[src/common/psi_pkg.sv]
// Purpose: Shared constants and types of the port status indicator block
// Assumes: 10 MHz core clock, four ports
// Notes: Register offsets are byte addresses on a 32-bit Avalon-MM slave
package psi_pkg;

  ////////////////////////////////////////////////////////////////////////
  // Sizes
  localparam int NUM_PORTS = 4;           // Ports of the transceiver
  localparam int FIELDS_PER_PORT = 4;     // Bits per port in a serial frame
  localparam int FRAME_BITS = 16;         // Bits in one serial frame

  ////////////////////////////////////////////////////////////////////////
  // Timing
  localparam longint CLK_HZ = 64'd10000000;      // Core clock rate
  localparam longint ACT_HOLD_MS = 64'd80;       // Activity pulse length
  localparam int ACT_HOLD_CYC =
    int'((ACT_HOLD_MS * CLK_HZ) / 64'd1000);     // Activity pulse cycles
  localparam int SER_DIV_CYC = 5;                // Core cycles per half bit

  ////////////////////////////////////////////////////////////////////////
  // Register map
  localparam logic [3:0] REG_CTRL = 4'h0;    // Pin mode control, RW
  localparam logic [3:0] REG_STATUS = 4'h4;  // Live state, RO
  localparam logic [3:0] REG_EVENT = 4'h8;   // Sticky events, W1C
  localparam logic [3:0] REG_MASK = 4'hc;    // Event mask, RW

  // Control fields
  localparam int CTRL_PORT_INTERRUPT_N_BIT = 0;          // interrupt_pin_mode
  localparam int CTRL_DUPLEX_BIT = 1;        // duplex_pin_mode

  // Status fields
  localparam int STAT_LINK_LSB = 0;          // Link state of each port
  localparam int STAT_SERIAL_BIT = 4;        // Serial mode latched
  localparam int STAT_LOWCOST_BIT = 5;       // Low-cost mode latched
  localparam int STAT_TXERR_BIT = 6;         // Transmit error pin mode

  // Event fields
  localparam int EVT_LINK_LSB = 0;           // Link changed, per port
  localparam int EVT_TXERR_LSB = 4;          // Transmit error seen, per port
  localparam int EVT_BITS = 8;               // Width of event and mask

  // Reset values
  localparam logic [1:0] CTRL_RESET = 2'h0;
  localparam logic [7:0] MASK_RESET = 8'h00;

  ////////////////////////////////////////////////////////////////////////
  // Types
  typedef logic [NUM_PORTS-1:0] psi_port_t;  // One bit per port

  // Live status of one physical layer port
  typedef struct packed {
    logic link_good;     // Link pass state
    logic speed100;      // Runs at 100 Mb/s
    logic full_duplex;   // Full-duplex resolved
    logic tx_activity;   // Transmit activity seen this cycle
    logic rx_activity;   // Receive activity seen this cycle
  } psi_phy_s;

  // Pin levels of the indicator pins of all ports
  typedef struct packed {
    psi_port_t link_n;     // link_indicator_n pins
    psi_port_t speed_n;    // speed_indicator_n pins
    psi_port_t speed_oe_n; // Low while speed pins are driven
    psi_port_t xmt_n;      // transmit_activity_indicator_n pins
    psi_port_t rcv_n;      // receive_activity_indicator_n pins
  } psi_pins_s;

endpackage

[src/logic/psi_activity_timer.sv]
// Purpose: Retriggerable pulse stretcher for one activity indicator
// Assumes: Synchronous active-low reset, one clock
// Notes: Cleared at once when allow drops
`timescale 1ns/1ps
module psi_activity_timer #(
  parameter int HOLD_CYCLES = 800000,
  parameter int CNT_W = $clog2(HOLD_CYCLES + 1)
) (
  // Clock and reset
  input wire logic ref_clk_in,
  input wire logic rst_n_in,
  // Control
  input wire logic trigger_in,   // Activity this cycle
  input wire logic allow_in,     // Link pass state
  // Result
  output logic active_out        // High while the pulse lasts
);

  typedef struct packed {
    logic [CNT_W-1:0] cnt;   // Cycles left in the pulse
    logic active;            // Registered pulse level
  } psi_tmr_s;

  localparam logic [CNT_W-1:0] HOLD = CNT_W'(HOLD_CYCLES);
  localparam logic [CNT_W-1:0] ONE = CNT_W'(1);

  psi_tmr_s st_r;
  psi_tmr_s st_nxt;

  // Next state of the pulse counter
  always_comb begin
    st_nxt = st_r;
    if (!rst_n_in) begin
      st_nxt = '0;
    end else if (!allow_in) begin
      st_nxt = '0;                       // Only in link pass
    end else if (trigger_in) begin
      st_nxt.cnt = HOLD;
      st_nxt.active = 1'b1;
    end else if (st_r.cnt != '0) begin
      st_nxt.cnt = st_r.cnt - ONE;
      st_nxt.active = (st_r.cnt > ONE);
    end else begin
      st_nxt.active = 1'b0;
    end
  end

  // State register
  always_ff @(posedge ref_clk_in) begin
    st_r <= st_nxt;
  end

  assign active_out = st_r.active;

endmodule

[src/logic/psi_indicator_top.sv]
// Purpose: Per-port status indicators with strap-selected pin functions
// Assumes: Straps stable while rst_n_in is low; inputs synchronous
// Notes: Registers over Avalon-MM, one wait cycle per access
//
// Behaviour
// - Link pin low while that port's link good
// - Serial mode chosen by strap low at reset
// - Serial mode: port 2 link pin is frame
// - Low-cost serial mode chosen by strap at reset
// - Speed pin low at 100, high at 10
// - Strap low: speed pins become transmit error inputs
// - Transmit pin low 80 ms after activity, link pass
// - Interrupt mode: transmit pin is port interrupt
// - Duplex mode: transmit pin shows full duplex
// - Serial mode: port 2 transmit pin is data
// - Receive pin low 80 ms after activity, link pass
// - Interrupt or duplex mode: receive pin shows any activity
// - Serial mode: port 2 receive pin is clock
// - Low-cost: port 1 clock, port 3 data
// - Straps sampled only at hardware reset
// - Select low makes speed pins inputs
//
// Chosen here: the register addresses and register access over Avalon-MM.
`timescale 1ns/1ps
module psi_indicator_top #(
  parameter int ACT_HOLD_CYCLES = psi_pkg::ACT_HOLD_CYC,
  parameter int SER_DIV_CYCLES = psi_pkg::SER_DIV_CYC
) (
  // Clock and reset
  input wire logic ref_clk_in,
  input wire logic rst_n_in,
  // Straps, sampled while reset is low
  input wire logic serial_indicator_select_n_in,
  input wire logic lowcost_serial_indicator_select_n_in,
  input wire logic transmit_error_pin_select_n_in,
  // Port state from the transceiver core
  input wire psi_pkg::psi_phy_s [psi_pkg::NUM_PORTS-1:0] phy_in,
  // Speed pin input side, transmit_error_in when selected
  input wire psi_pkg::psi_port_t transmit_error_in,
  // Indicator pins
  output psi_pkg::psi_pins_s pins_out,
  // Transmit error towards the core
  output psi_pkg::psi_port_t transmit_error_out,
  // Avalon-MM slave
  input wire logic [3:0] avs_address_in,
  input wire logic avs_read_in,
  input wire logic avs_write_in,
  input wire logic [31:0] avs_writedata_in,
  output logic [31:0] avs_readdata_out,
  output logic avs_waitrequest_out,
  // Interrupt
  output logic irq_out
);

  localparam int NP = psi_pkg::NUM_PORTS;
  localparam int FB = psi_pkg::FRAME_BITS;
  localparam int DIV_W = $clog2(SER_DIV_CYCLES + 1);
  localparam int IDX_W = $clog2(FB);
  localparam logic [DIV_W-1:0] DIV_LAST = DIV_W'(SER_DIV_CYCLES - 1);
  localparam logic [DIV_W-1:0] DIV_ONE = DIV_W'(1);
  localparam logic [IDX_W-1:0] IDX_ONE = IDX_W'(1);

  ////////////////////////////////////////////////////////////////////////
  // State of the block
  typedef struct packed {
    logic serial_mode;                  // Latched serial strap
    logic lowcost_mode;                 // Latched low-cost strap
    logic txerr_mode;                   // Latched transmit error strap
    logic [1:0] ctrl;                   // Pin mode control
    logic [psi_pkg::EVT_BITS-1:0] evt;  // Sticky events
    logic [psi_pkg::EVT_BITS-1:0] mask; // Event mask
    psi_pkg::psi_port_t link_prev;      // Link state one cycle ago
    logic wait_n;                       // High only in the answer cycle
    logic [31:0] rdata;                 // Read data
    logic [DIV_W-1:0] div;              // Serial clock divider
    logic sclk;                         // Serial clock level
    logic [IDX_W-1:0] idx;              // Bit index in the frame
    logic [FB-1:0] frame;               // Frame being shifted
    logic sdata;                        // Current serial bit
    psi_pkg::psi_pins_s pins;           // Pin levels
    psi_pkg::psi_port_t txerr;          // Transmit error to core
    logic irq;                          // Interrupt level
  } psi_state_s;

  psi_state_s st_r;
  psi_state_s st_nxt;

  ////////////////////////////////////////////////////////////////////////
  // Register read decode
  function automatic logic [31:0] read_word(
    input logic [3:0] addr,
    input psi_state_s s,
    input psi_pkg::psi_port_t link
  );
    logic [31:0] w;
    w = 32'h0;
    case (addr)
      psi_pkg::REG_CTRL: begin
        w[1:0] = s.ctrl;
      end
      psi_pkg::REG_STATUS: begin
        w[psi_pkg::STAT_LINK_LSB +: NP] = link;
        w[psi_pkg::STAT_SERIAL_BIT] = s.serial_mode;
        w[psi_pkg::STAT_LOWCOST_BIT] = s.lowcost_mode;
        w[psi_pkg::STAT_TXERR_BIT] = s.txerr_mode;
      end
      psi_pkg::REG_EVENT: begin
        w[psi_pkg::EVT_BITS-1:0] = s.evt;
      end
      psi_pkg::REG_MASK: begin
        w[psi_pkg::EVT_BITS-1:0] = s.mask;
      end
      default: begin
        w = 32'h0;                      // Unmapped reads as zero
      end
    endcase
    return w;
  endfunction

  ////////////////////////////////////////////////////////////////////////
  // Activity pulse timers, transmit, receive and combined per port
  psi_pkg::psi_port_t tx_act;
  psi_pkg::psi_port_t rx_act;
  psi_pkg::psi_port_t any_act;
  psi_pkg::psi_port_t link_now;

  genvar gp;
  generate
    for (gp = 0; gp < NP; gp++) begin : g_port
      assign link_now[gp] = phy_in[gp].link_good;

      // Transmit pulse
      psi_activity_timer #(
        .HOLD_CYCLES(ACT_HOLD_CYCLES)
      ) u_tx (
        .ref_clk_in(ref_clk_in),
        .rst_n_in(rst_n_in),
        .trigger_in(phy_in[gp].tx_activity),
        .allow_in(phy_in[gp].link_good),
        .active_out(tx_act[gp])
      );

      // Receive pulse
      psi_activity_timer #(
        .HOLD_CYCLES(ACT_HOLD_CYCLES)
      ) u_rx (
        .ref_clk_in(ref_clk_in),
        .rst_n_in(rst_n_in),
        .trigger_in(phy_in[gp].rx_activity),
        .allow_in(phy_in[gp].link_good),
        .active_out(rx_act[gp])
      );

      // Combined pulse for either direction
      psi_activity_timer #(
        .HOLD_CYCLES(ACT_HOLD_CYCLES)
      ) u_any (
        .ref_clk_in(ref_clk_in),
        .rst_n_in(rst_n_in),
        .trigger_in(phy_in[gp].rx_activity | phy_in[gp].tx_activity),
        .allow_in(phy_in[gp].link_good),
        .active_out(any_act[gp])
      );
    end
  endgenerate

  ////////////////////////////////////////////////////////////////////////
  // Next state
  always_comb begin
    logic req;
    logic wr_hit;
    logic tick;
    logic [FB-1:0] word;
    logic [psi_pkg::EVT_BITS-1:0] set_evt;
    logic [psi_pkg::EVT_BITS-1:0] clr_evt;
    logic [psi_pkg::EVT_BITS-1:0] evt_new;
    psi_pkg::psi_port_t port_irq;
    logic interrupt_pin_mode;
    logic dup_mode;
    req = 1'b0;
    wr_hit = 1'b0;
    tick = 1'b0;
    word = '0;
    set_evt = '0;
    clr_evt = '0;
    evt_new = '0;
    port_irq = '0;
    interrupt_pin_mode = 1'b0;
    dup_mode = 1'b0;
    st_nxt = st_r;

    if (!rst_n_in) begin
      // Hardware reset: defaults and strap capture
      st_nxt = '0;
      st_nxt.serial_mode = !serial_indicator_select_n_in;
      st_nxt.lowcost_mode = !lowcost_serial_indicator_select_n_in;
      st_nxt.txerr_mode = !transmit_error_pin_select_n_in;
      st_nxt.ctrl = psi_pkg::CTRL_RESET;
      st_nxt.mask = psi_pkg::MASK_RESET;
      st_nxt.wait_n = 1'b0;
      st_nxt.pins.link_n = '1;
      st_nxt.pins.speed_n = '1;
      st_nxt.pins.speed_oe_n = '1;
      st_nxt.pins.xmt_n = '1;
      st_nxt.pins.rcv_n = '1;
    end else begin
      interrupt_pin_mode = st_r.ctrl[psi_pkg::CTRL_PORT_INTERRUPT_N_BIT];
      dup_mode = st_r.ctrl[psi_pkg::CTRL_DUPLEX_BIT] && !interrupt_pin_mode;

      // Bus slave: one wait cycle, then the answer
      req = avs_read_in || avs_write_in;
      st_nxt.wait_n = req && !st_r.wait_n;
      if (req && !st_r.wait_n) begin
        st_nxt.rdata = read_word(avs_address_in, st_r, link_now);
      end
      wr_hit = avs_write_in && st_r.wait_n;
      if (wr_hit) begin
        case (avs_address_in)
          psi_pkg::REG_CTRL: begin
            st_nxt.ctrl = avs_writedata_in[1:0];
          end
          psi_pkg::REG_EVENT: begin
            clr_evt = avs_writedata_in[psi_pkg::EVT_BITS-1:0];
          end
          psi_pkg::REG_MASK: begin
            st_nxt.mask = avs_writedata_in[psi_pkg::EVT_BITS-1:0];
          end
          default: begin
            clr_evt = '0;                 // Other writes ignored
          end
        endcase
      end

      // Events, set wins over a clear in the same cycle
      set_evt[psi_pkg::EVT_LINK_LSB +: NP] = link_now ^ st_r.link_prev;
      if (st_r.txerr_mode) begin
        set_evt[psi_pkg::EVT_TXERR_LSB +: NP] = transmit_error_in;
      end
      st_nxt.link_prev = link_now;
      evt_new = (st_r.evt & ~clr_evt) | set_evt;
      st_nxt.evt = evt_new;
      st_nxt.irq = |(evt_new & st_nxt.mask);
      for (int p = 0; p < NP; p++) begin
        port_irq[p] =
          (evt_new[psi_pkg::EVT_LINK_LSB + p] &
           st_nxt.mask[psi_pkg::EVT_LINK_LSB + p]) |
          (evt_new[psi_pkg::EVT_TXERR_LSB + p] &
           st_nxt.mask[psi_pkg::EVT_TXERR_LSB + p]);
      end

      // Serial frame word: per port {activity, duplex, speed, link}
      for (int p = 0; p < NP; p++) begin
        word[p * psi_pkg::FIELDS_PER_PORT + 0] = phy_in[p].link_good;
        word[p * psi_pkg::FIELDS_PER_PORT + 1] = phy_in[p].speed100;
        word[p * psi_pkg::FIELDS_PER_PORT + 2] = phy_in[p].full_duplex;
        word[p * psi_pkg::FIELDS_PER_PORT + 3] = any_act[p];
      end

      // Serial engine, runs in either serial mode
      if (st_r.serial_mode || st_r.lowcost_mode) begin
        tick = (st_r.div == DIV_LAST);
        st_nxt.div = tick ? '0 : st_r.div + DIV_ONE;
        if (tick) begin
          st_nxt.sclk = !st_r.sclk;
          if (st_r.sclk) begin
            // Falling edge of the serial clock moves to the next bit
            if (st_r.idx == IDX_W'(FB - 1)) begin
              st_nxt.idx = '0;
              st_nxt.frame = word;       // Snapshot for the next frame
              st_nxt.sdata = word[0];
            end else begin
              st_nxt.idx = st_r.idx + IDX_ONE;
              st_nxt.sdata = st_r.frame[st_r.idx + IDX_ONE];
            end
          end
        end
      end

      // Transmit error path towards the core
      st_nxt.txerr = st_r.txerr_mode ? transmit_error_in : '0;

      // Pin levels per port
      for (int p = 0; p < NP; p++) begin
        st_nxt.pins.link_n[p] = !phy_in[p].link_good;
        st_nxt.pins.speed_n[p] = !phy_in[p].speed100;
        st_nxt.pins.speed_oe_n[p] = st_r.txerr_mode;

        if (interrupt_pin_mode) begin
          st_nxt.pins.xmt_n[p] = !port_irq[p];
        end else if (dup_mode) begin
          st_nxt.pins.xmt_n[p] = !phy_in[p].full_duplex;
        end else begin
          st_nxt.pins.xmt_n[p] = !tx_act[p];
        end

        if (interrupt_pin_mode || dup_mode) begin
          st_nxt.pins.rcv_n[p] = !any_act[p];
        end else begin
          st_nxt.pins.rcv_n[p] = !rx_act[p];
        end
      end

      // Serial mode takes over the second port's pins
      if (st_r.serial_mode) begin
        st_nxt.pins.link_n[1] = (st_nxt.idx == '0);
        st_nxt.pins.xmt_n[1] = !st_nxt.sdata;
        st_nxt.pins.rcv_n[1] = st_nxt.sclk;
      end

      // Low-cost mode takes over the first and third receive pins
      if (st_r.lowcost_mode) begin
        st_nxt.pins.rcv_n[0] = st_nxt.sclk;
        st_nxt.pins.rcv_n[2] = !st_nxt.sdata;
      end
    end
  end

  ////////////////////////////////////////////////////////////////////////
  // State register
  always_ff @(posedge ref_clk_in) begin
    st_r <= st_nxt;
  end

  ////////////////////////////////////////////////////////////////////////
  // Outputs straight from the state register
  assign pins_out = st_r.pins;
  assign transmit_error_out = st_r.txerr;
  assign avs_readdata_out = st_r.rdata;
  assign avs_waitrequest_out = !st_r.wait_n;
  assign irq_out = st_r.irq;

endmodule

[config.mk]
export PLATFORM = sky130hd
export DESIGN_NAME = psi_indicator_top
export DESIGN_NICKNAME = d
export VERILOG_FILES = /design/src/common/psi_pkg.sv /design/src/logic/psi_activity_timer.sv /design/src/logic/psi_indicator_top.sv
export SDC_FILE = /design/constraint.sdc
export NUM_CORES = 1
export LEC_CHECK = 0
export ABC_AREA = 1
export ABC_CLOCK_PERIOD_IN_PS = 1600
export BUFFER_PORTS_ARGS = -buffer_cell sky130_fd_sc_hd__buf_2
export CORE_MARGIN = 2
export CORE_UTILIZATION = 57
export CTS_BUF_LIST = sky130_fd_sc_hd__clkbuf_8
export DETAILED_ROUTE_END_ITERATION = 7
export PLACE_DENSITY = 0.82
export SYNTH_ARGS = -nofsm -noshare
export SYNTH_HDL_FRONTEND = slang
export SYNTH_SLANG_ARGS = --single-unit
[constraint.sdc]
create_clock -name ref_clk_in -period 1.6 [get_ports ref_clk_in]
set_input_delay 0.16 -clock ref_clk_in [delete_from_list [all_inputs] [get_ports ref_clk_in]]
set_output_delay 0.16 -clock ref_clk_in [all_outputs]
set_load 0.02 [all_outputs]
==> out/results.txt, run 1 <==
The run finished with clean final reports. The global-route usage over all layers is 27.2%. The area occupied by registers is 6710 um2. At the end of the flow, the number of nets in the layout was 2856. The wire length of the first global-routing pass was 72700 um; the wire length on met2 was 21800 um.

Number of hold violations in the final report: 0. The worst register-to-register path ends at g_port[0].u_rx.st_r[14]. Setup repair after global routing could not meet its margin everywhere.

The cell sitting at the root of the clock tree is a sky130_fd_sc_hd__clkbuf_8. The synthesized design contains 333 register bits. The mean instance size in the synthesized netlist was 6.91 um2; the delay of the slowest cell on the worst path was 0.35 ns. The startpoint identified for the worst register-to-register timing path is g_port[0].u_rx.st_r[13]. Floorplan die area: 32000 um2.

The achievable frequency is 628 MHz. For this run, the number of Yosys warnings is 0. Hold path depth: 3. The start point of the worst hold path is phy_in[4]. Counting every sink on the clock net gives 333. The time the final worst path needs with I/O delays and setup is 1.59 ns.

The share of flip-flops with an asynchronous set or reset was 0%; the number of DRC violations after detailed routing was 0. The tools report the relative max-transition margin as 63.2%. In this run, synthesis inferred 3 flip-flops with an integrated enable.

The synthesized cell area is 17400 um2, and the vertical die dimension is 179 um. The final-layout fill cell count was 2493; the number of vias in the routed layout was 17100. The run gives 56 as the number of CTS-inserted buffers. The average wire length per cell after detail routing works out to 14.2 um.

The placed standard-cell area came out at 18600 um2. The synthesized design devotes to its leading area cell type 37.9% of total area. Cells fill 69.4% of the core in the end. The post-route netlist has 19.7% of its cells at a drive strength greater than 1. The area of the core region is 30300 um2, and the weighted congestion reported at the end of routability-driven placement is 0.934. The run gives 0 as the number of max-slew violations in the final report. Kind of start point of the critical path: a flop. STA classifies the critical path endpoint as a flop. The number of search-and-repair iterations in the first detailed-routing pass is 6, and the number of standard cells in the layout, taps in and fillers out is 3193. The run gives 0.727 mV as the largest voltage drop on the vdd net. The sequential cell area fraction in the yosys report was 38.4%. For the final database, setup skew stands at 0.0226 ns. Setup violations remaining at the end of the flow were counted as 0. For the data arrival time of the critical path, the log shows 2.09 ns.

In this run the register-to-register setup slack is 0.007 ns. After synthesis, the netlist uses 51 different library cells. Traced cell by cell, the critical path runs through nor2_2, nand4_1, buf_4, nor3_2, nand2_2, inv_2, nor2_1, o21a_1.

The total instance count after detailed placement is 3032. Counting every instance in the synthesized netlist gives 2525. For this design the static power due to leakage is 10.2 nW. The number of global-route vias before repair is 16000. In this run the tool buffered the top-level ports with 76 buffer cells. In this run the top signal layer used is met4.

The final HPWL from detailed placement came out at 31800 um. The path with the worst hold slack has its endpoint at st_r[95]. The tightest min-delay check is of the input pin to flop type.

From left edge to right edge, the die measures 179 um. The part of the cycle the worst path needs was 99.6%. In this run the remaining antenna-violating nets after routing total 0. The post-route total power came out at 24.9 mW. For this configuration, the core starts out at a cell density of 57.5%.

The number of antenna violations at the first check in global routing is 0. The floorplan row count is 64, and the pin slew with the least headroom to its limit is 0.550 ns. After clock tree synthesis, the clock-pin slew on the worst setup and hold paths is 0.07 ns.

Wires add up to 45400 um. The design area is 21100 um2. The detailed router put a total of 19500 um of wire on met1. The tool flagged a number of max-cap violations equal to 0. The run gives 0 as the antenna diode count. Of all nets on the critical path, the largest fanout is 4. In the final layout, the multi-input gates occupy 9780 um2. Depth of the worst register-to-register path: 8.

Among all flip-flop cells after synthesis, the most frequent one is sky130_fd_sc_hd__dfxtp_1. The standard cell with the maximum stage delay on the critical path is sky130_fd_sc_hd__dfxtp_2. The logs give 0 for the overall overflow remaining after global route and 2 for the H-tree level count.

The signed area change from the synthesized netlist to the final layout was 20.7%; the number of buffers between clock root and the deepest sink was 3. Summed over all instances, the cell type with the most area after synthesis is sky130_fd_sc_hd__dfxtp_1. Number of vias per cell: 5.36. Entering global routing, the biggest net connects 25 pins.

The number of violations reported at the end of detailed-routing iteration 0 was 1444; the number of top-level design ports was 125. At the later pin of the worst-skew pair, clock insertion delay measures 0.60 ns. The total length of routed met3 wires is 2840 um. The tools report the data required time at the worst endpoint as 2.10 ns. TritonCTS built the clock tree. Yosys attributes the largest share of cell area to sky130_fd_sc_hd__dfxtp_1 (38%), sky130_fd_sc_hd__nand2_1 (11%), sky130_fd_sc_hd__nor2_1 (10%).

The critical path is of the flop to flop type. Power spread over the standard cell area amounts to 1180 nW/um2.
[repair_timing]
item | CTS | global route
hold buffers | 42 | 0
endpoints found under the hold margin | 102 | 0
setup buffers | 3 | 13
pin swaps | 1 | 26
endpoints found under the setup margin | 7 | 142
cloned | 0 | 0
gates resized for setup | 6 | 154
[metrics by stage]
stage | worst slack (ns) | hold slack [ns] | setup TNS, ns
detailed placement | -0.0367 | 0.376 | -0.0730
global route | -0.105 | 0.0335 | -1.08
finish | 0.00667 | 0.00351 | 0
CTS | 0.000510 | 0.000689 | 0
global placement | 0.0264 | 0.371 | 0
floorplan | 0.0307 | 0.222 | 0
[worst max-delay path by stage]
stage,cells past startpoint,to,slack [ns],start
after floorplan,9,g_port[3].u_any.st_r[17],0.03,g_port[3].u_any.st_r[1]
after global placement,8,g_port[3].u_any.st_r[18],0.03,g_port[3].u_any.st_r[2]
after detailed placement,8,g_port[3].u_any.st_r[18],-0.04,g_port[3].u_any.st_r[2]
after CTS,11,pins_out[17],0.0005,st_r[47]
after global routing,8,g_port[0].u_rx.st_r[14],-0.11,g_port[0].u_rx.st_r[14]
final,8,g_port[0].u_rx.st_r[14],0.007,g_port[0].u_rx.st_r[13]
[cell usage in the layout, fill, tap and decap left out, types with 16 or more instances in the layout]
cell type                       instances
sky130_fd_sc_hd__inv_2                 31
sky130_fd_sc_hd__inv_1                221
sky130_fd_sc_hd__nand3b_1              30
sky130_fd_sc_hd__nand2_1              516
sky130_fd_sc_hd__clkbuf_8              77
sky130_fd_sc_hd__xor2_1                61
sky130_fd_sc_hd__nand3_1              153
sky130_fd_sc_hd__or2_2                 36
sky130_fd_sc_hd__dfxtp_1              321
sky130_fd_sc_hd__a211oi_1              25
sky130_fd_sc_hd__nand4_1               39
sky130_fd_sc_hd__dlygate4sd3_1         41
sky130_fd_sc_hd__xnor2_1               26
sky130_fd_sc_hd__conb_1                24
sky130_fd_sc_hd__buf_4                124
sky130_fd_sc_hd__buf_2                 76
sky130_fd_sc_hd__nor2_4                19
sky130_fd_sc_hd__a21oi_1              189
sky130_fd_sc_hd__nor2_1               429
sky130_fd_sc_hd__ha_1                  23
sky130_fd_sc_hd__nor3_1                38
sky130_fd_sc_hd__o21ai_0               45
sky130_fd_sc_hd__nor2_2                55
sky130_fd_sc_hd__nand3_2               16
[state kept, by name (all words and copies together) (netlist names)]
signal,cells
avs_readdata_out,8
g_port.u_any.active_out,4
g_port.u_any.st_r,80
g_port.u_rx.active_out,4
g_port.u_rx.st_r,80
g_port.u_tx.active_out,4
g_port.u_tx.st_r,80
irq_out,1
pins_out,17
st_r,51
transmit_error_out,4
[power by group]
part	leakage (nW)	internal, mW	switching, mW	total (mW)
sequential	2.73	8.79	0.428	9.21
combinational	6.79	2.76	4.19	6.95
clock	0.709	5.09	3.60	8.69
total	10.2	16.6	8.21	24.9
[critical path, delay by kind of cell, from the launching register on]
family,cells,cell delay (ns)
and+or+nand+nor,5,0.67
DFF,1,0.35
buffers and inverters,2,0.33
AOI/OAI and AO/OA,1,0.15
[cells by family (layout without fill, tap and decap cells)]
logic type               after synthesis  after routing  synth area share [%]
AND/OR/NAND/NOR                     1395           1395                  35.1
buffers and inverters                351            600                  8.99
flip-flops                           333            333                  38.4
AO/OA/AOI/OAI                        320            320                  10.4
XOR/XNOR                              88             88                  4.42
adder cells (fa/ha/maj)               37             37                  2.65
other                                  1             24                0.0215
[cell usage after synthesis (all sizes together) (20+ instances only)]
library cell,number
a211oi,27
a21oi,190
buf,85
dfxtp,330
ha,37
inv,248
nand2,533
nand3,173
nand3b,30
nand4,40
nor2,504
nor3,48
nor4,20
o21ai,65
or2,43
xnor2,27
xor2,61
[final cells by class]
class	instances	area share (%)
Inverter	250	4.51
Sequential cell	333	31.9
Tap cell	396	2.35
Clock inverter	26	1.19
Multi-Input combinational cell	1864	46.4
Clock buffer	77	5.03
Timing Repair Buffer	247	8.59
[layer usage]
layer	up-vias	track usage (%)
met1	7862	34.5
li1	8564	-
met4	0	9.79
met2	570	46.7
met5	-	0
met3	110	4.28
Power figures use the tool's default switching activity.
==> run 2: changes to the inputs <==
Settings changed: ABC_AREA 1 to default, ABC_CLOCK_PERIOD_IN_PS 1600 to 1800, CORE_ASPECT_RATIO from default to 0.5, CORE_UTILIZATION 57 to 60, PLACE_DENSITY 0.82 to 0.83.
Clock period 1.6 ns to 1.8 ns, I/O delays scaled along.
==> run 2 against run 1 <==
The run now fails in 5_1_grt. Synthesized area decreased by 6.0%. Synthesized cell count shrank 27%.
==> out/results.txt, run 2 <==
The flow did not finish. The flow stopped in 5_1_grt. The tool reported: "[ERROR GRT-0232] Routing congestion too high. Check the congestion heatmap in the GUI". The global-route repair_timing pass left the worst setup endpoint at g_port[2].u_rx.st_r[14]$_SDFFE_PN0P_/D. Synthesis produced 1854 cells. The share of flip-flops with an asynchronous set or reset was 0%.

Of all cell types, the one taking the most synthesized area is sky130_fd_sc_hd__dfxtp_1. The die is 121 um tall. The mapped netlist covers 16400 um2. Yosys printed 0 warnings. The netlist uses 81 different library cells.

The tools report the number of top-level design ports as 125. After the last repair the worst path ends at a register data pin. In the post-synthesis netlist, the biggest area contributors are sky130_fd_sc_hd__dfxtp_1 (40%), sky130_fd_sc_hd__nor2_1 (5.2%), sky130_fd_sc_hd__xor2_1 (4.4%).

The most frequently used flop master after synthesis was sky130_fd_sc_hd__dfxtp_1. By area, the combinational part of the netlist is dominated by simple AND/OR/NAND/NOR gates. The share of Yosys cell area claimed by the top area cell type is 40.3%, and the global-route usage over all layers is 76.7%. Synthesis inferred 333 register bits.

The floorplan step set the die width to 238 um. For the overall overflow remaining after global route, the log shows 25. The synthesized netlist devotes 8.49% of its cell area to XOR and XNOR gates. After Yosys synthesis, and, or, nand and nor cells account for 23.9% of the synthesized area. The tools report the pin count of the biggest net entering global routing as 24.

By count the netlist is led by sky130_fd_sc_hd__dfxtp_1 (330), sky130_fd_sc_hd__nor2_1 (228), sky130_fd_sc_hd__a21oi_1 (140). The initial core utilization is 61.5%. The number of CTS-inserted buffers was 46. The count of buffers added on input and output ports is 76. Root buffer selected by CTS: sky130_fd_sc_hd__clkbuf_8. The logs give 333 for the number of clock sinks and 42 for the floorplan row count. Multiplexer cells account for 2.66% of the synthesized area.

Summing the sequential cell areas from Yosys gives 40.8% of the chip area. The congestion estimate from routability-driven global placement came to 0.907. After Yosys synthesis, full adders, half adders and majority gates account for 2.82% of the synthesized area. Mean instance size in the synthesized netlist: 8.84 um2.

Most common cell in the netlist: sky130_fd_sc_hd__dfxtp_1. The run gives 3 as the number of buffers between clock root and the deepest sink. For the final HPWL from detailed placement, the log shows 29300 um. The H-tree level count is 2, and the compound-gate portion of the synthesized area is 15.4%.

Counting flops with a built-in enable in the synthesized netlist gives 3.
[run 2: changes by cell type after synthesis, moves of 22 or more]
cell and delta:
sky130_fd_sc_hd__a21oi_1 -50, sky130_fd_sc_hd__a31oi_1 +22, sky130_fd_sc_hd__clkbuf_1 +48, sky130_fd_sc_hd__inv_1 -169
sky130_fd_sc_hd__nand2_1 -436, sky130_fd_sc_hd__nand3_1 -123, sky130_fd_sc_hd__nor2_1 -246, sky130_fd_sc_hd__nor2_2 -24
sky130_fd_sc_hd__nor3_1 +22, sky130_fd_sc_hd__or2_2 -22, sky130_fd_sc_hd__or3_1 +51, sky130_fd_sc_hd__or4_1 +37
sky130_fd_sc_hd__xnor2_1 +50
[run 2: kinds of logic after synthesis]
| family | Yosys count |
|---|---|
| xor gates and xnor gates | 159 |
| DFF | 333 |
| and+or+nand+nor | 717 |
| AOI/OAI and AO/OA | 378 |
| adders and majority gates | 37 |
| buffers and inverters | 194 |
| muxes | 35 |
| other | 1 |
[run 2: timing repair]
| item | CTS |
|---|---|
| resized for setup | 187 |
| endpoints found under the setup margin | 183 |
| buffers inserted | 41 |
| cloned | 2 |
| hold endpoints to repair | 41 |
| pin swaps | 111 |
| hold buffers | 34 |
[run 2: layer usage]
layer / GRT usage [%] / GRT overflow
met4: 75.0 / 11
met5: 44.6 / 0
met1: 76.0 / 0
met3: 65.6 / 1
met2: 90.6 / 13
[run 2: metrics by stage]
stage                     instances  hold slack, ns  setup TNS (ns)  cell area [um2]  setup slack (ns)
after floorplan                1877           0.242          -11.16            17100            -0.284
after global placement         2521           0.356          -13.57            19900            -0.311
after detailed placement       2521           0.359          -18.81            19900            -0.344
after CTS                      2679          0.0130          -17.75            22400            -0.367
==> run 3: changes to the inputs <==
Settings changed: CORE_ASPECT_RATIO 0.5 to default, CORE_UTILIZATION 60 to 40, CTS_BUF_LIST sky130_fd_sc_hd__clkbuf_8 to default, PLACE_DENSITY 0.83 to default, PLACE_DENSITY_LB_ADDON from default to 0.15.
==> run 3 against run 2 <==
Synthesized area is the same. The flow now finishes, with violations (negative setup slack). Synthesized cell count is the same.
==> out/results.txt, run 3 <==
Averaged over all synthesized cells, the footprint is 8.84 um2. At the end of routability-driven placement, the weighted congestion stood at 0.849. Across all register-to-register paths, the minimum setup slack is -0.33 ns. Using the TritonRoute via totals, the vias-per-cell ratio works out to 5.27.

The worst setup path is captured at a flop. Clock tree synthesis inserted a total of 40 buffers. The H-tree was split into 2 levels. For the pin with the worst max-slew slack, the measured transition is 0.689 ns. In the layout the commonest cells are sky130_fd_sc_hd__buf_4 (363), sky130_fd_sc_hd__dfxtp_1 (288), sky130_fd_sc_hd__nor2_1 (216). The critical path goes through or4_4, or4_4, buf_6, o311ai_4, xor2_1, nor2_1. The die is 206 um tall. The worst register-to-register path begins at g_port[2].u_rx.st_r[10].

For the number of violations reported at the end of detailed-routing iteration 0, the log shows 693. The share of Yosys cell area claimed by the top area cell type is 40.3%. The path class of the tightest hold or removal check is input pin to flop. The clock network accounts for 34.9% of the total power.

In the synthesized netlist the async set-or-reset flop fraction comes to 0%. After global routing the overflow that remains totals 0. The analysis attributes to net switching a power of 8.07 mW.

For the number of top-level design ports, the log shows 125. The tools report the area of the core region as 40600 um2. The hold path endpoint was g_port[2].u_rx.st_r[9]. Based on the critical path, the design can be clocked at up to 469 MHz. Clock skew on the completed layout was measured at 0.0136 ns. The net count of the finished layout is 2431.

Standard cell with the maximum stage delay on the critical path: sky130_fd_sc_hd__or4_4. The pre-CTS worst setup slack is -0.332 ns. Sorting the synthesized cells by how often they occur yields sky130_fd_sc_hd__dfxtp_1 (330), sky130_fd_sc_hd__nor2_1 (228), sky130_fd_sc_hd__a21oi_1 (140).

The number of antenna violations at the first check in global routing was 2; the number of I/O port buffers was 76. In this run the cell area measured after placement is 20200 um2. The worst setup path is launched from a flop.

The initial core utilization is 40.3%, and the depth of the worst register-to-register path is 6. Count of warnings emitted by yosys: 0. For the number of nets still failing antenna checks after routing, the log shows 0.

The checks that failed: negative setup slack. Dividing total power by cell area gives a power density of 1090 nW/um2. Dividing the detail-routed wire length by the instance count gives 15.9 um. Counting stages on the worst path, the most repeated cell is sky130_fd_sc_hd__or4_4. For this run, design rule violations remaining after detail routing come to 0. The sequential cell area fraction in the yosys report is 40.8%.

The run gives -0.334 ns as the setup slack of the critical path after layout. The die covers 42600 um2. The logs give 15200 for the number of vias in the routed layout and 16400 um2 for the synthesized cell area. The total of endpoints with negative setup slack in the final report was 131; the power share of the combinational group was 34.1%. The most frequently used flop master after synthesis is sky130_fd_sc_hd__dfxtp_1. Along the worst path, the maximum fanout reaches 8. The hold path depth is 3, and the signed area change from the synthesized netlist to the final layout is 47.4%. The number of global-route vias before repair is 15000. The die boundary width was 206 um. The time the final worst path needs with I/O delays and setup is 2.13 ns. The proportion of layout cells with a drive suffix above 1 works out to 39.6%. The number of buffers and inverters on the critical path came out at 1. Terminus of the critical flop-to-flop path: g_port[2].u_rx.st_r[7]. For the pin count of the biggest net entering global routing, the log shows 23.

Synthesis inferred 333 register bits. The root buffer selected by CTS was sky130_fd_sc_hd__clkbuf_16. The run gives 31200 um as the final HPWL from detailed placement.

At the worst endpoint, the arrival time is 2.59 ns. The run gives 0 as the max-cap violation count. By instance count, the leading cell after synthesis is sky130_fd_sc_hd__dfxtp_1. The critical path is of the flop to flop type. After clock tree synthesis, the clock-pin slew on the worst setup and hold paths is 0.06 ns. Internal power comes to 18.3 mW. Before antenna repair, the detailed router went through 5 iterations. TritonCTS built the clock tree.

The tools report the leakage power as 9.92 nW. By area the synthesized netlist is led by sky130_fd_sc_hd__dfxtp_1 (40%), sky130_fd_sc_hd__nor2_1 (5.2%), sky130_fd_sc_hd__xor2_1 (4.4%). Of the total power, registers draw 31.0%. Setup repair after global routing could not meet its margin everywhere. The run gives 74 as the floorplan row count.

The number of max-slew violations in the final report came out at 0. In this run the deepest clock path goes through 3 buffers. The start point of the worst hold path was phy_in[10]. The leading area contributor after synthesis was sky130_fd_sc_hd__dfxtp_1.

The largest registers in the layout are g_port.u_any.st_r x80, g_port.u_rx.st_r x80, g_port.u_tx.st_r x80. Across every metal layer, demand over resource in global routing totals 20.9%. The fraction of power spent switching nets came out at 30.7%. The run finished, with violations left. The number of clock sinks is 333, and the gate count of the mapped netlist is 1854. The family of cells with the greatest summed delay on the critical path is simple AND/OR/NAND/NOR gates. The worst-case IR drop observed on VDD is 0.937 mV. The largest single stage delay on the critical path is 0.52 ns.

For the worst setup path, the data required time is 2.26 ns. Leaving out fill and tap cells, the most frequent cell in the layout is sky130_fd_sc_hd__buf_4. Of the available clock period, the critical path in the final layout requires 119%. The design area is 24200 um2, and the number of enable flip-flop cells after synthesis is 3.

The run gives 0.56 ns as the clock latency at the later pin of the worst-skew pair. Counting distinct cell types in the post-synthesis netlist gives 81. The post-detailed-routing wire length was 46000 um. The number of hold violations in the final report is 0, and the relative max-transition margin is 53.5%.

The first global-routing pass estimated 73300 um of wire.
[run 3: how the worst max path moves through the flow]
stage	end	from	cells after the start	slack, ns
after floorplan	g_port[2].u_rx.st_r[6]	g_port[2].u_rx.st_r[10]	6	-0.28
after global placement	g_port[2].u_rx.st_r[8]	g_port[2].u_rx.st_r[10]	6	-0.31
after detailed placement	g_port[2].u_rx.st_r[8]	g_port[2].u_rx.st_r[10]	6	-0.33
after CTS	g_port[2].u_rx.st_r[10]	g_port[2].u_rx.st_r[10]	6	-0.30
after global routing	g_port[2].u_rx.st_r[7]	g_port[2].u_rx.st_r[10]	6	-0.40
final	g_port[2].u_rx.st_r[7]	g_port[2].u_rx.st_r[10]	6	-0.33
[run 3: through the flow]
step / std cells / total power [mW] / hold slack (ns) / TNS [ns] / utilization (%)
after floorplan: 1877 / 13.0 / 0.242 / -11.16 / -
after global placement: 2721 / 15.2 / 0.385 / -15.08 / 49.7
after detailed placement: 2721 / 15.3 / 0.386 / -17.93 / 49.7
after CTS: 2863 / 25.5 / 0.00117 / -13.61 / 56.6
after global routing: 2892 / 27.6 / 0.0346 / -28.69 / 59.5
final: 2892 / 26.3 / 0.0275 / -15.85 / 59.5
[run 3: what timing repair did]
item                                   CTS  global route
resized for setup                      143           219
setup buffers                           37            32
hold buffers                            32             0
gates cloned                             3             2
pin swaps                               97           177
endpoints found under the hold margin   41             0
setup endpoints to repair              165           220
[run 3: power by group through the flow]
stage	clock network, mW	registers, mW	logic [mW]
3_3_place_gp	0	8.27	6.91
6_report	9.19	8.17	8.97
3_5_place_dp	0	8.28	7.00
4_1_cts	9.40	8.13	7.95
5_1_grt	9.66	8.22	9.73
2_1_floorplan	0	8.27	4.69
[run 3: area by class of cell]
class                      count  area (um2)
multi-input combinational   1351       10700
fill                        3466       16500
sequential                   333        6750
clock inverter                22         360
antenna                        1        2.50
tap                          532         666
clock buffer                  52        1150
inverter                      60         228
timing repair buffer         541        4290
[run 3: routing by layer]
layer / global-route usage (%) / routed length [um] / vias to the layer above
li1: - / - / 7605
met1: 26.6 / 20600 / 7393
met2: 36.4 / 23000 / 178
met3: 3.28 / 1350 / 62
met4: 6.17 / 997 / 2
met5: 0 / 13 / -
[run 3: worst reg2reg max path, stage by stage, from the launching register on]
cell	delay, ns
sky130_fd_sc_hd__dfxtp_2	0.32
sky130_fd_sc_hd__or4_4	0.52
sky130_fd_sc_hd__or4_4	0.50
sky130_fd_sc_hd__buf_6	0.17
sky130_fd_sc_hd__o311ai_4	0.28
sky130_fd_sc_hd__xor2_1	0.20
sky130_fd_sc_hd__nor2_1	0.05
[run 3: kinds of logic (layout without fill, tap and decap cells)]
group                      Yosys count  in the layout  synth area share, %
AOI/OAI and AO/OA                  378            378                 15.4
xor gates and xnor gates           159            159                 8.49
adders and majority gates           37             37                 2.82
buffers and inverters              194            675                 5.81
DFF                                333            333                 40.8
muxes                               35             35                 2.66
other                                1             25               0.0229
and+or+nand+nor                    717            718                 23.9
==> run 4: changes to the inputs <==
Settings changed: MAX_ROUTING_LAYER from default to met4.
==> run 4 against run 3 <==
The flow still finishes with violations (negative setup slack). Sequential power barely moved. Worst setup slack got worse by 0.0019 ns. Final area barely moved. Final cell count barely moved. Total power barely moved. Sequential share of layout area barely moved. Clock skew fell by 0.0035 ns. Clock power barely moved. Largest cell class unchanged. Largest power group unchanged. Highest routed layer is now met4.
==> out/results.txt, run 4 (synthesis results as in run 3) <==
Across all hold checks on the routed design, the worst slack comes to 0.0297 ns. In this run the number of H-tree levels came out at 2. The final layout contains 2432 nets. The number of global-route vias before repair is 15000, and the relative max-transition margin is 53.5%. The completed layout was analyzed and its total power is 26.3 mW.

The tools report the achievable frequency as 468 MHz. Number of clock sinks: 333. The die covers 42600 um2. The nature of the critical path endpoint is a flop. Total power density per cell area: 1090 nW/um2. Setup repair after global routing could not meet its margin everywhere. The cell family contributing the most delay on the critical path is simple AND/OR/NAND/NOR gates.

The run gives 2.59 ns as the data arrival time of the critical path. The run gives 0 as the number of max-slew violations in the final report. The run gives -0.336 ns as the setup slack of the critical path after layout. By instance count, the cell type seen most on the critical path is sky130_fd_sc_hd__or4_4. Leaving out fill and tap cells, the most frequent cell in the layout is sky130_fd_sc_hd__buf_4.

The largest registers in the layout are g_port.u_any.st_r x80, g_port.u_rx.st_r x80, g_port.u_tx.st_r x80. The routed layout has 15300 vias. By startpoint and endpoint, the worst setup path is classified as flop to flop. TritonCTS built the clock tree. Data on the critical path is required at its endpoint by 2.25 ns.

In this run, CTS created clock tree buffers numbering 40. For the final HPWL from detailed placement, the log shows 31200 um. The post-detailed-routing wire length was 45900 um. At the end of routability-driven placement, the weighted congestion stood at 0.862. Root buffer selected by CTS: sky130_fd_sc_hd__clkbuf_16.

The number of I/O port buffers came out at 76. For this design the static power due to leakage is 9.93 nW. Before CTS, the worst setup slack after placement is -0.332 ns. Leaving out fill and tap cells, the most frequent cells in the layout are sky130_fd_sc_hd__buf_4 (363), sky130_fd_sc_hd__dfxtp_1 (288), sky130_fd_sc_hd__nor2_1 (216). The number of buffers and inverters on the critical path was 1; the pin count of the biggest net entering global routing was 23. The run finished, with violations left.

For the global-route usage over all layers, the log shows 21.5%. The signal on the critical path passes through or4_4, or4_4, buf_6, o311ai_4, xor2_1, nor2_1. On the worst path, the slowest cell contributes a delay of 0.52 ns. For the initial core utilization, the log shows 40.3%.

The clock slew seen by the registers of the worst setup and hold paths was 0.06 ns; the signed area change from the synthesized netlist to the final layout was 47.5%. The final reports fail on negative setup slack. The number of DRC violations after detailed routing came out at 0.

From left edge to right edge, the die measures 206 um. The floorplan has 74 rows. STA classifies the critical path startpoint as a flop. The worst path uses 119% of the clock period. The logs give 5 for the number of search-and-repair iterations in the first detailed-routing pass and 0 for the number of nets still failing antenna checks after routing.

The average wire length per cell after detail routing works out to 15.8 um. The largest voltage drop on the vdd net is 0.933 mV, and the number of antenna violations at the first check in global routing is 2. After the first detailed-routing iteration, the DRC count stood at 668.

The highest net fanout along the worst path came out at 8. Measured along the y axis, the die boundary spans 206 um. During I/O placement, the number of pins put on the boundary was 125. The overall overflow remaining after global route is 0. The pin slew with the least headroom to its limit is 0.689 ns, and the number of vias per cell is 5.28. The routed design could run at a clock period as short as 2.14 ns. For the clock latency at the later pin of the worst-skew pair, the log shows 0.56 ns.

The clock passes through at most 3 buffers. The number of hold violations in the final report is 0. The area of the core region is 40600 um2. Setup violations remaining at the end of the flow were counted as 130. The proportion of layout cells with a drive suffix above 1 was 39.6%.

Total negative slack for setup checks: -15.93 ns. The first global-routing pass estimated 73400 um of wire. At the end of the flow the core is filled with cells to 59.5%. The clock arrives with 0.0101 ns of skew. After filler insertion, the fill cell instance count of the layout stands at 3467. Across the run, the number of max-cap violations was 0. Standard cell with the maximum stage delay on the critical path: sky130_fd_sc_hd__or4_4. Type of the worst min-delay path: input pin to flop.
run 4: changes by cell type in the layout (fill, tap and decap cells not counted), sizes merged:
| cell | before | now |
|---|---|---|
| buf | 508 | 509 |
| diode | 1 | 2 |
run 4: per-layer routing:
layer / GRT usage [%] / up-vias / share of wire [%]
li1: - / 7606 / -
met1: 26.6 / 7388 / 44
met2: 36.5 / 234 / 50
met3: 3.26 / 60 / 3.5
met4: 6.17 / 0 / 2.1
met5: - / - / 0
run 4: area by class of cell:
| class | instances | area (um2) | share of cell area (%) |
|---|---|---|---|
| Multi-Input combinational cell | 1351 | 10700 | 44.3 |
| Antenna cell | 2 | 5.00 | 0.0207 |
| Sequential cell | 333 | 6750 | 27.9 |
| Inverter | 60 | 228 | 0.942 |
| Clock inverter | 22 | 360 | 1.49 |
| Clock buffer | 52 | 1150 | 4.74 |
| Tap cell | 532 | 666 | 2.75 |
| Timing Repair Buffer | 542 | 4300 | 17.8 |
run 4: worst reg2reg max path: cells and delay by family, from the launching register on:
kind | cells | cell delay [ns]
buffers and inverters | 1 | 0.17
DFF | 1 | 0.32
xor gates and xnor gates | 1 | 0.20
AOI/OAI and AO/OA | 1 | 0.28
and+or+nand+nor | 3 | 1.07
run 4: power breakdown:
group | switching (mW) | internal (mW) | total (mW)
Combinational | 4.34 | 4.63 | 8.98
Sequential | 0.355 | 7.82 | 8.17
Clock | 3.36 | 5.82 | 9.18
Total | 8.06 | 18.3 | 26.3
run 4: per-stage QoR:
step           area [um2]  instances
2_1_floorplan       17100       1877
3_3_place_gp        20200       2721
3_5_place_dp        20200       2721
4_1_cts             23000       2863
5_1_grt             24200       2894
6_report            24200       2894
run 4: timing repair:
action,CTS,global route
cloned,3,2
endpoints found under the setup margin,165,220
setup buffers,37,33
hold endpoints to repair,41,0
hold buffers,32,0
pin swaps,97,178
gates resized for setup,143,220
run 4: final timing paths:
check | to | slack, ns | start | cells after the start
worst max-delay path | g_port[2].u_rx.st_r[7] | -0.34 | g_port[2].u_rx.st_r[10] | 6
worst min-delay path | g_port[2].u_rx.st_r[9] | 0.03 | phy_in[10] | 3
worst min register to register | st_r[37] | 0.45 | g_port[2].u_any.active_out | 2
worst max register to register | g_port[2].u_rx.st_r[7] | -0.34 | g_port[2].u_rx.st_r[10] | 6
